File: src/rrf_pkg.sv
/*
  Package for the request/response flag framer: flag bit positions,
  error codes, field widths and frame-parse states.
  Assumes byte-wide received data, flag bit N at byte bit N-1.
*/
`default_nettype none
package rrf_pkg;
  // ==========================================================
  // Request flag positions and the response error flag position
  localparam int unsigned SUBCARRIER_BIT = 0;
  localparam int unsigned DATA_RATE_BIT  = 1;
  localparam int unsigned INVENTORY_BIT  = 2;
  localparam int unsigned EXTENSION_BIT  = 3;
  localparam int unsigned FLAG5_BIT      = 4;
  localparam int unsigned FLAG6_BIT      = 5;
  localparam int unsigned OPTION_BIT     = 6;
  localparam int unsigned ERROR_BIT      = 0;
  // ==========================================================
  // Error codes
  localparam logic [7:0] ERR_OPTION     = 8'h03;
  localparam logic [7:0] ERR_GENERIC    = 8'h0f;
  localparam logic [7:0] ERR_NO_BLOCK   = 8'h10;
  localparam logic [7:0] ERR_RELOCK     = 8'h11;
  localparam logic [7:0] ERR_LOCKED     = 8'h12;
  localparam logic [7:0] ERR_PROG_FAIL  = 8'h13;
  localparam logic [7:0] ERR_LOCK_FAIL  = 8'h14;
  localparam logic [7:0] ERR_READ_PROT  = 8'h15;
  // ==========================================================
  // Error cause selectors
  typedef enum logic [2:0] {
    rrf_cause_option, rrf_cause_generic, rrf_cause_no_block,
    rrf_cause_relock, rrf_cause_locked, rrf_cause_prog_fail,
    rrf_cause_lock_fail, rrf_cause_read_prot
  } rrf_cause_type;
  // ==========================================================
  // Widths and counts
  localparam int unsigned UID_BYTES   = 8;
  localparam logic [3:0]  UID_LAST    = 4'h7;
  localparam logic [3:0]  IDX_ZERO    = 4'h0;
  localparam logic [7:0]  BYTE_ZERO   = 8'h00;
  localparam logic [4:0]  SLOTS_MANY  = 5'h10;
  localparam logic [4:0]  SLOTS_ONE   = 5'h01;
  localparam logic [2:0]  SLOT_BITS_MANY = 3'h4;
  localparam logic [2:0]  SLOT_BITS_ONE  = 3'h0;
  // ==========================================================
  // Request parse states
  typedef enum logic [2:0] {
    rrf_idle, rrf_flags, rrf_cmd, rrf_uid, rrf_afi, rrf_body
  } rrf_state_type;
endpackage
`default_nettype wire

File: src/rrf_err_encode.sv
/*
  Maps an error cause onto its error code byte.
  Assumes the cause is held stable by the caller.
*/
`default_nettype none
module rrf_err_encode
(
  // Cause in
  input  wire rrf_pkg::rrf_cause_type cause,
  // Code out
  output logic [7:0]                  code
);
  // Only listed codes can appear; every cause maps into the set
  always_comb
  begin
    case (cause)
      rrf_pkg::rrf_cause_option:    code = rrf_pkg::ERR_OPTION;    // RULE17
      rrf_pkg::rrf_cause_no_block:  code = rrf_pkg::ERR_NO_BLOCK;  // RULE18
      rrf_pkg::rrf_cause_relock:    code = rrf_pkg::ERR_RELOCK;    // RULE18
      rrf_pkg::rrf_cause_locked:    code = rrf_pkg::ERR_LOCKED;    // RULE19
      rrf_pkg::rrf_cause_prog_fail: code = rrf_pkg::ERR_PROG_FAIL; // RULE19
      rrf_pkg::rrf_cause_lock_fail: code = rrf_pkg::ERR_LOCK_FAIL; // RULE20
      rrf_pkg::rrf_cause_read_prot: code = rrf_pkg::ERR_READ_PROT; // RULE20
      default:                      code = rrf_pkg::ERR_GENERIC;   // RULE21
    endcase
  end
endmodule // rrf_err_encode
`default_nettype wire

File: src/rrf_uid_cmp.sv
/*
  Compares one received UID byte with the matching byte of own UID.
  Assumes index is below the UID byte count.
*/
`default_nettype none
module rrf_uid_cmp
(
  // Compare inputs
  input  wire logic [63:0] own_uid,
  input  wire logic [3:0]  index,
  input  wire logic [7:0]  rx_byte,
  // Result
  output logic             equal
);
  logic [7:0] own_byte;
  always_comb
  begin
    own_byte = own_uid[{index[2:0], 3'h0} +: 8];
    equal    = (own_byte == rx_byte);
  end
endmodule // rrf_uid_cmp
`default_nettype wire

File: src/rrf_framer.sv
/*
  Request flag decoder and response flag/error encoder of the
  contactless front end. Bytes arrive already deframed, LSB-first
  reassembled, with a start strobe at SOF and an end strobe at EOF.
  Assumes all inputs are on clk_sys; reset follows field loss.
*/
`default_nettype none
// Function
// RULE1: Request parsed as flags, command, parameters/data, CRC between delimiters.
// RULE2: Request flags held as eight bits; inventory bit steers upper nibble.
// RULE3: Inventory 0 gives selection meaning, 1 gives inventory meaning.
// RULE4: Flag bit 1 picks one or two reply subcarriers.
// RULE5: Flag bit 2 picks low or high reply data rate.
// RULE6: Reader always sends extension bit as zero.
// RULE7: Selected-only qualifier restricts execution to Selected state tag.
// RULE8: Addressing bit means UID follows; only matching tag executes.
// RULE9: Reader clears addressing bit and omits UID when selected-only set.
// RULE10: Inventory flag bit 5 marks an AFI byte present.
// RULE11: Whole flags byte captured before dependent fields are interpreted.
// RULE12: Response is flags, parameters/data, CRC between delimiters.
// RULE13: Response flags emitted as eight-bit field.
// RULE14: Response bit 1 set on error, then error code follows.
// RULE15: Response bits 2 to 8 always zero.
// RULE16: Error code byte present only with error bit.
// RULE17: Code 03h unsupported option, 0Fh unspecified error.
// RULE18: Code 10h missing block, 11h already locked.
// RULE19: Code 12h write to locked block, 13h programming failed.
// RULE20: Code 14h lock failed, 15h read protected.
// RULE21: No error code outside the listed set.
// RULE22: Inventory flag bit 6 picks sixteen slots or one slot.
// RULE23: Addressed request with foreign UID gets no response.
// RULE24: Flag bit N sits at byte bit N-1, LSB first.
module rrf_framer
(
  // Clock and reset
  input  wire logic                  clk_sys,
  input  wire logic                  rstn,
  // Received frame bytes
  input  wire logic                  rx_sof,
  input  wire logic                  rx_valid,
  input  wire logic [7:0]            rx_byte,
  input  wire logic                  rx_eof,
  // Tag context
  input  wire logic [63:0]           own_uid,
  input  wire logic                  tag_selected,
  // Response request from command logic
  input  wire logic                  resp_start,
  input  wire logic                  resp_error,
  input  wire rrf_pkg::rrf_cause_type resp_cause,
  // Decoded request
  output logic [7:0]                 req_flags,
  output logic [7:0]                 req_command,
  output logic                       flags_valid,
  output logic                       two_subcarriers,
  output logic                       high_rate,
  output logic                       inventory_mode,
  output logic                       select_only,
  output logic                       addressed,
  output logic                       option_set,
  output logic                       afi_present,
  output logic                       slot_count_select,
  output logic [4:0]                 slot_total,
  output logic [2:0]                 slot_number_bits,
  output logic [7:0]                 afi_value,
  output logic                       body_valid,
  output logic [7:0]                 body_byte,
  output logic                       req_done,
  output logic                       req_execute,
  // Response header
  output logic                       tx_valid,
  output logic [7:0]                 tx_flags,
  output logic                       tx_code_present,
  output logic [7:0]                 tx_code
);

  // ==========================================================
  // Parse state
  rrf_pkg::rrf_state_type state, next_state;
  logic [7:0] next_req_flags, next_req_command, next_afi_value, next_body_byte;
  logic [3:0] uid_idx, next_uid_idx;
  logic       uid_match, next_uid_match;
  logic       next_flags_valid, next_body_valid, next_req_done, next_req_execute;
  logic       byte_equal, f_inv, f_sel, f_adr;
  rrf_uid_cmp u_uid_cmp
  (.own_uid(own_uid), .index(uid_idx), .rx_byte(rx_byte), .equal(byte_equal));
  assign f_inv = req_flags[rrf_pkg::INVENTORY_BIT];
  assign f_sel = req_flags[rrf_pkg::FLAG5_BIT];
  assign f_adr = req_flags[rrf_pkg::FLAG6_BIT];

  always_comb
  begin
    next_state       = state;
    next_req_flags   = req_flags;
    next_req_command = req_command;
    next_afi_value   = afi_value;
    next_body_byte   = body_byte;
    next_uid_idx     = uid_idx;
    next_uid_match   = uid_match;
    next_flags_valid = flags_valid;
    next_body_valid  = 1'b0;
    next_req_done    = 1'b0;
    next_req_execute = 1'b0;
    // A new SOF aborts any frame in progress
    if (rx_sof)
    begin
      next_state       = rrf_pkg::rrf_flags; // RULE1
      next_flags_valid = 1'b0;
      next_uid_idx     = rrf_pkg::IDX_ZERO;
      next_uid_match   = 1'b1;
    end
    else
    begin
      case (state)
        rrf_pkg::rrf_flags:
          if (rx_valid)
          begin
            next_req_flags   = rx_byte; // RULE2 RULE24
            next_flags_valid = 1'b1; // RULE11
            next_state       = rrf_pkg::rrf_cmd;
          end
        rrf_pkg::rrf_cmd:
          if (rx_valid)
          begin
            next_req_command = rx_byte;
            // Flags already held, so optional fields decide next step
            if (!f_inv && f_adr)
              next_state = rrf_pkg::rrf_uid; // RULE8 RULE11
            else if (f_inv && f_sel)
              next_state = rrf_pkg::rrf_afi; // RULE10
            else
              next_state = rrf_pkg::rrf_body;
          end
        rrf_pkg::rrf_uid:
          if (rx_valid)
          begin
            next_uid_match = uid_match & byte_equal; // RULE23
            next_uid_idx   = uid_idx + 4'h1;
            if (uid_idx == rrf_pkg::UID_LAST)
              next_state = rrf_pkg::rrf_body;
          end
        rrf_pkg::rrf_afi:
          if (rx_valid)
          begin
            next_afi_value = rx_byte; // RULE10
            next_state     = rrf_pkg::rrf_body;
          end
        rrf_pkg::rrf_body:
          if (rx_valid)
          begin
            // Parameters, data and CRC pass through; CRC check lives elsewhere
            next_body_byte  = rx_byte; // RULE1
            next_body_valid = 1'b1;
          end
        default:
          next_state = rrf_pkg::rrf_idle;
      endcase
      // A frame cut before the UID ends counts as no match
      if (rx_eof && state != rrf_pkg::rrf_idle)
      begin
        next_state    = rrf_pkg::rrf_idle;
        next_req_done = 1'b1;
        if (state == rrf_pkg::rrf_body)
          next_req_execute = f_inv
            || ((!f_sel || tag_selected) // RULE7
            && (!f_adr || uid_match)); // RULE8 RULE23
      end
    end
  end

  always_ff @(posedge clk_sys)
  begin
    if (!rstn)
    begin
      state       <= rrf_pkg::rrf_idle;
      req_flags   <= rrf_pkg::BYTE_ZERO;
      req_command <= rrf_pkg::BYTE_ZERO;
      afi_value   <= rrf_pkg::BYTE_ZERO;
      body_byte   <= rrf_pkg::BYTE_ZERO;
      uid_idx     <= rrf_pkg::IDX_ZERO;
      uid_match   <= 1'b0;
      flags_valid <= 1'b0;
      body_valid  <= 1'b0;
      req_done    <= 1'b0;
      req_execute <= 1'b0;
    end
    else
    begin
      state       <= next_state;
      req_flags   <= next_req_flags;
      req_command <= next_req_command;
      afi_value   <= next_afi_value;
      body_byte   <= next_body_byte;
      uid_idx     <= next_uid_idx;
      uid_match   <= next_uid_match;
      flags_valid <= next_flags_valid;
      body_valid  <= next_body_valid;
      req_done    <= next_req_done;
      req_execute <= next_req_execute;
    end
  end
  // ==========================================================
  // Flag decode, registered from the captured flags byte
  logic next_two_sub, next_high_rate, next_sel_only, next_addressed;
  logic next_afi_present, next_slot_sel;
  logic [4:0] next_slot_total;
  logic [2:0] next_slot_bits;
  always_comb
  begin
    next_two_sub     = next_req_flags[rrf_pkg::SUBCARRIER_BIT]; // RULE4
    next_high_rate   = next_req_flags[rrf_pkg::DATA_RATE_BIT]; // RULE5
    // Upper nibble meaning depends on the inventory bit
    next_sel_only    = !next_req_flags[rrf_pkg::INVENTORY_BIT]
                       && next_req_flags[rrf_pkg::FLAG5_BIT]; // RULE3 RULE7
    next_addressed   = !next_req_flags[rrf_pkg::INVENTORY_BIT]
                       && next_req_flags[rrf_pkg::FLAG6_BIT]; // RULE3 RULE8
    next_afi_present = next_req_flags[rrf_pkg::INVENTORY_BIT]
                       && next_req_flags[rrf_pkg::FLAG5_BIT]; // RULE3 RULE10
    next_slot_sel    = next_req_flags[rrf_pkg::INVENTORY_BIT]
                       && next_req_flags[rrf_pkg::FLAG6_BIT]; // RULE22
    next_slot_total  = next_slot_sel ? rrf_pkg::SLOTS_ONE : rrf_pkg::SLOTS_MANY;
    next_slot_bits   = next_slot_sel ? rrf_pkg::SLOT_BITS_ONE : rrf_pkg::SLOT_BITS_MANY; // RULE22
  end

  always_ff @(posedge clk_sys)
  begin
    if (!rstn)
    begin
      two_subcarriers   <= 1'b0;
      high_rate         <= 1'b0;
      inventory_mode    <= 1'b0;
      select_only       <= 1'b0;
      addressed         <= 1'b0;
      option_set        <= 1'b0;
      afi_present       <= 1'b0;
      slot_count_select <= 1'b0;
      slot_total        <= rrf_pkg::SLOTS_MANY;
      slot_number_bits  <= rrf_pkg::SLOT_BITS_MANY;
    end
    else
    begin
      two_subcarriers   <= next_two_sub;
      high_rate         <= next_high_rate;
      inventory_mode    <= next_req_flags[rrf_pkg::INVENTORY_BIT]; // RULE2
      select_only       <= next_sel_only;
      addressed         <= next_addressed;
      option_set        <= next_req_flags[rrf_pkg::OPTION_BIT];
      afi_present       <= next_afi_present;
      slot_count_select <= next_slot_sel;
      slot_total        <= next_slot_total;
      slot_number_bits  <= next_slot_bits;
    end
  end
  // ==========================================================
  // Response header
  logic [7:0] err_code, next_tx_flags, next_tx_code;
  logic       next_tx_valid, next_tx_code_present;
  rrf_err_encode u_err_encode
  (.cause(resp_cause), .code(err_code));
  always_comb
  begin
    next_tx_valid        = resp_start;
    next_tx_flags        = tx_flags;
    next_tx_code_present = tx_code_present;
    next_tx_code         = tx_code;
    if (resp_start)
    begin
      // Only the error bit may be set; everything else reads zero
      next_tx_flags = rrf_pkg::BYTE_ZERO; // RULE13 RULE15
      next_tx_flags[rrf_pkg::ERROR_BIT] = resp_error; // RULE14 RULE24
      next_tx_code_present = resp_error; // RULE16 RULE12
      next_tx_code = resp_error ? err_code : rrf_pkg::BYTE_ZERO; // RULE21
    end
  end

  always_ff @(posedge clk_sys)
  begin
    if (!rstn)
    begin
      tx_valid        <= 1'b0;
      tx_flags        <= rrf_pkg::BYTE_ZERO;
      tx_code_present <= 1'b0;
      tx_code         <= rrf_pkg::BYTE_ZERO;
    end
    else
    begin
      tx_valid        <= next_tx_valid;
      tx_flags        <= next_tx_flags;
      tx_code_present <= next_tx_code_present;
      tx_code         <= next_tx_code;
    end
  end
endmodule // rrf_framer
`default_nettype wire

File: config.mk
export PLATFORM = sky130hd
export DESIGN_NAME = rrf_framer
export DESIGN_NICKNAME = d
export VERILOG_FILES = /design/src/rrf_pkg.sv /design/src/rrf_err_encode.sv /design/src/rrf_uid_cmp.sv /design/src/rrf_framer.sv
export SDC_FILE = /design/constraint.sdc
export NUM_CORES = 1
export LEC_CHECK = 0
export ABC_AREA = 1
export ABC_CLOCK_PERIOD_IN_PS = 1400
export BUFFER_PORTS_ARGS = -buffer_cell sky130_fd_sc_hd__buf_2
export CORE_ASPECT_RATIO = 1.4
export CORE_UTILIZATION = 42
export CTS_CLUSTER_SIZE = 28
export DETAILED_ROUTE_END_ITERATION = 10
export PLACE_DENSITY = 0.77
export SLEW_MARGIN = 15
export SYNTH_ARGS = -nofsm -noshare
export SYNTH_HDL_FRONTEND = slang
export SYNTH_SLANG_ARGS = --single-unit
File: constraint.sdc
create_clock -name clk_sys -period 1.4 [get_ports clk_sys]
set_input_delay 0.14 -clock clk_sys [delete_from_list [all_inputs] [get_ports clk_sys]]
set_output_delay 0.14 -clock clk_sys [all_outputs]
set_load 0.01 [all_outputs]
After elaboration in Yosys (flattened, before gate mapping)
Cells that the tools add are included.
- logic and storage cells: 111
- bits of input ports: 83
- bits in registers: 70
- output and inout bits: 70
- shift operators: 1
- equality and inequality tests: 24
- multiplexer cells: 22
- add/sub/neg operators: 1
- reductions and logical operators: 32
- bitwise logic cells: 5
- operators by type and width (cell ; number):
    $shiftx A64 B7 Y8 ; 1
    $pmux W5 S7 ; 1
    $mux W3 ; 7
    $mux W7 ; 3
    $ne A4 B4 Y1 const B ; 5
    $eq A3 B3 Y1 const B ; 6
    $pmux W3 S5 ; 1
    $eq A3 B2 Y1 const B ; 4
    $reduce_and A3 Y1 ; 4
    $reduce_and A6 Y1 ; 2
    $ne A2 B2 Y1 const B ; 5
    $eq A8 B8 Y1 ; 1
    $logic_and A1 B1 Y1 ; 8
    $mux W1 ; 8
    $mux W8 ; 1
    $reduce_and A2 Y1 ; 3
    $reduce_or A3 Y1 ; 2
    $mux W5 ; 1
    $add A4 B1 Y4 const B ; 1
    $eq A4 B3 Y1 const B ; 1
    $logic_not A1 Y1 ; 4
    $not A1 Y1 ; 4
    $reduce_bool A2 Y1 ; 2
    $reduce_or A4 Y1 ; 1
    other kinds (7) ; 9

Longest topological paths before layout
- depth after elaboration: 7
- gate-level depth with buffers: 16
- mapped depth without buffers: 15

Modules after synthesis
From an unflattened synthesis, not the netlist that was laid out.
- cell total of the unflattened synthesis: 526
- area total of the unflattened synthesis: 3353.2 um^2
- modules (own cells, without submodules) (module ; instances ; cells an instance ; area an instance (um^2) ; seq. area each (um^2)):
    rrf_framer ; 1 ; 304 ; 2372.3 ; 1181.1
    rrf_uid_cmp ; 1 ; 209 ; 918.4 ; 0.0
    rrf_err_encode ; 1 ; 13 ; 62.6 ; 0.0

Worst setup path after synthesis
OpenSTA, ideal clock, no wires.
- kind: flip-flop to flip-flop
- from: register uid_idx[0]
- to: register uid_match
- setup time: 0.067 ns
- cell stages (with the launch flop): 15
- arrival time: 1.346 ns
- period minus slack after synthesis: 1.413 ns
- slack: -0.013 ns
- buffers on the path: 2
- data required time: 1.333 ns
- cells stage by stage: dfxtp_1 buf_6 buf_2 nand2_1 nand2_1 nand2_1 nand3_1 nand3_1 nand2_1 nand2_1 nor2_1 nand2_1 nand2_1 nand2_1 a21oi_2
- longest elaborated chain between the ends: 6
- RTL lines (item ; line ; RTL):
    from (decl) ; rrf_framer.sv:80 ; logic [3:0] uid_idx, next_uid_idx;
    from (signal assigned) ; rrf_framer.sv:179 ; uid_idx <= rrf_pkg::IDX_ZERO;
    from (signal assigned) ; rrf_framer.sv:193 ; uid_idx <= next_uid_idx;
    $shiftx A64 B7 Y8 ; rrf_uid_cmp.sv:18 ; own_byte = own_uid[{index[2:0], 3'h0} +: 8];
    $eq A8 B8 Y1 ; rrf_uid_cmp.sv:19 ; equal = (own_byte == rx_byte);
    $and A1 B1 Y1 ; rrf_framer.sv:136 ; next_uid_match = uid_match & byte_equal;
    $mux W1 ; rrf_framer.sv:134 ; if (rx_valid)
    $mux W1 ; rrf_framer.sv:113 ; case (state)
    $mux W1 ; rrf_framer.sv:104 ; if (rx_sof)
    to (signal assigned) ; rrf_framer.sv:194 ; uid_match <= next_uid_match;
    to (decl) ; rrf_framer.sv:81 ; logic uid_match, next_uid_match;
Every way passes these cells. The select of a mux whose other input is x is not followed.
A chain may end at the register's enable or synchronous reset.

Final worst setup path
Ends and elaborated chain as after synthesis.

==> metrics.yaml <==
synthesis:
  synth_cells: 478
  synth_simple_gate_area_share_pct: 29.0
  synth_top_family_by_area: "simple AND/OR/NAND/NOR gates"
  synthMuxAreaShare_pct: 0
  synth_compound_area_share_pct: 15.6
  ys_types: 28
  synth_area_sq_um: 3070
  synthXorXnorAreaFrac_pct: 0
  ys_seq_area_share_pct: 36.5
  ys_warn_count: 0
  ys_ff_latch: 56
  ys_async_sr_fraction_pct: 0
  yosysTopAreaCell: "dfxtp_1"
  synth-adder-area-share_pct: 0.407
  yosys.area.top_type_share_pct: 36.5
  synth_area_leaders: "dfxtp_1 36%, nand2_1 15%, inv_1 8.4%, nand3_1 7.3%, a21oi_1 6.3%"
  synth_edf_count: 0
  ys.flop_type: "dfxtp_1"
  synth.avg_cell_area_sq_um: 6.43
route:
  ant_nets: 0
  vias: 3554
  finalWirelength_microns: 9080
  firstDrtPassIters: 4
  wl_per_cell_microns: 12.5
  drtIter0Drc: 120
  drc: 0
  vias_per_cell: 4.90
power_and_ir_drop:
  ir_drop_mv: 0.471
  p_leak_uw: 0.00233
  power_uw: 3090
  p_per_area_nw_per_um2: 729
sta:
  fin_crit_sh_pct: 113
  rsz0062_at_grt: "true"
  setup_viol: 3
  setup-tns-final_ns: -0.203
  min_period_ns: 1.58
  final.setup_skew_ns: 0.00707
  postLayoutSetupSlackWorst_ns: -0.177
  maxSlewViolCount: 0
  max_freq_mhz: 634
  hold_viol: 0
floorplanning:
  start_util_pct: 43.7
  die_area_sq_um: 7670
  rows: 36
  top_level_ports: 153
  core_region_area_sq_um: 7030
  die_w_microns: 74.3
  die_h_microns: 103
place:
  portBuffers: 137
  dp_hpwl_microns: 6750
  place_congestion: 0.909
  pre_cts_ws_ns: -0.166
  dp.cells: 706
cells_and_area:
  final_core_util_pct: 60.3
  antenna_cells: 0
  fin_cells: 725
  drive_above_1_share_pct: 34.0
  area_delta_synth_final_pct: 37.7
  fin_nets: 713
global_routing:
  first_global_vias: 3398
  grt-ovfl-total: 0
  antenna_found_initial: 0
  grt.total_usage_pct: 23.1
  grt_max_degree: 34
  grt_pass1_wl_microns: 13900
hold_path:
  hold_path_class: "input pin to register"
outcome:
  status: "complete, but fails checks"
  violations: "setup timing"
critical_path:
  end_kind: "register"
  crit_slowest_cell: "dfxtp_4"
  arrival_ns: 1.83
  startpoint_type: "register"
  required_ns: 1.65
  crit_top_cell: "nand2_1"
  cpPeakStageDelay_ns: 0.43
  path_cells: "clkinv_8 -> nand2_1 -> nand2_1 -> nand2_1 -> nand3_1 -> nand2_1 -> nand2_1 -> nand2_1 -> nand2_1 -> nor2_2 -> nand2_1 -> nand2_1 -> nand2_1 -> a21oi_2"
  cp_max_fo: 33
  critPathKind: "register to register"
job:
  maxCapViolations: 0
clock_tree:
  cts.clk_slew.worst_paths_ns: 0.10
  cts_tree: "done"
  cts_sinks: 56
  ctsLongestPathBuffers: 2
  ctsHoldBuffers: 0
  h-tree-depth: 2
  cts_buffers: 5
  cts-root-buf: "clkbuf_8"
  clock_latency_ns: 0.31
what timing repair did:
item	4_1_cts	5_1_grt
endpoints found under the hold margin	0	0
setup buffers	6	2
pin swaps	4	4
resized for setup	25	26
gates cloned	2	1
setup endpoints to repair	28	38
critical path: cells and delay by family, from the launching register on:
family                 cells  cell delay, ns
flip-flops                 1            0.43
AND/OR/NAND/NOR           12            0.82
AO/OA/AOI/OAI              1            0.11
buffers and inverters      1            0.14
cell type report:
type | count | area [sq um]
Inverter | 71 | 279
Clock buffer | 5 | 68.8
Timing Repair Buffer | 172 | 1070
Fill cell | 652 | 2790
Multi-Input combinational cell | 323 | 1550
Tap cell | 95 | 119
Clock inverter | 3 | 21.3
Sequential cell | 56 | 1130
registers in the layout, summed over array words and instances (netlist names), 2 cells and up:
signal	count
state	3
afi_value	8
tx_code	5
slot_total	2
req_flags	8
uid_idx	4
body_byte	8
req_command	8
layout by cell type (no fill, tap or decap), types with 2 or more instances in the layout:
cell type  count
buf_4         22
nand2_2        2
dfxtp_4        3
dfxtp_1       52
clkbuf_8       5
inv_2          5
nand3_1       43
o21ai_0       32
buf_16         2
conb_1        15
inv_1         65
nor2_2         6
buf_6          5
o21ai_1       10
nor3_1         2
nand2_1      124
buf_2        138
a211oi_2       2
nand3_2        2
buf_12         5
nor2_1        28
nor2_4         5
a21oi_1       39
nor3_4         2
Yosys cell counts, types with 2 or more instances:
| master | n |
|---|---|
| a211oi_1 | 3 |
| nand3_1 | 45 |
| a21oi_1 | 39 |
| nor2_2 | 2 |
| nor3_2 | 2 |
| o21ai_0 | 37 |
| buf_2 | 7 |
| clkbuf_1 | 4 |
| nor3_1 | 3 |
| dfxtp_1 | 56 |
| o21ai_1 | 6 |
| buf_4 | 25 |
| nand2_1 | 126 |
| buf_6 | 5 |
| nor2_1 | 37 |
| inv_1 | 69 |
metal layers:
layer / track usage, % / wire length, microns / vias to the layer above
li1: - / - / 1771
met1: 25.2 / 3480 / 1630
met2: 43.8 / 4990 / 131
met3: 2.62 / 375 / 22
met4: 10.9 / 230 / 0
met5: 0 / 0 / -
cells by family (layout without fill, tap and decap cells):
kind of cell	count (synthesis)	count (layout)
buffers and inverters	113	251
adders and majority gates	1	1
DFF	56	56
AOI/OAI and AO/OA	91	91
other	1	15
and+or+nand+nor	216	216
where the power goes:
group | switching [uW] | internal [uW] | leakage [uW] | total [uW]
logic | 317 | 234 | 0.00183 | 550
clock network | 534 | 356 | 0.0000445 | 890
registers | 22.8 | 1620 | 0.000456 | 1650
total | 873 | 2210 | 0.00233 | 3090
worst paths after layout:
kind,start,end,slack (ns),depth (start not counted)
max,uid_idx[0],uid_match,-0.18,14
min,resp_start,tx_valid,0.05,3
max reg2reg,uid_idx[0],uid_match,-0.18,14
min reg2reg,tx_code[4],tx_code[4],0.47,2
through the flow:
step	hold slack (ns)	area, sq um
5_1_grt	0.0598	4230
3_3_place_gp	0.354	3870
2_1_floorplan	0.233	3130
3_5_place_dp	0.371	3870
4_1_cts	0.0481	4150
6_report	0.0516	4230
(Power assumes the default switching activity.)
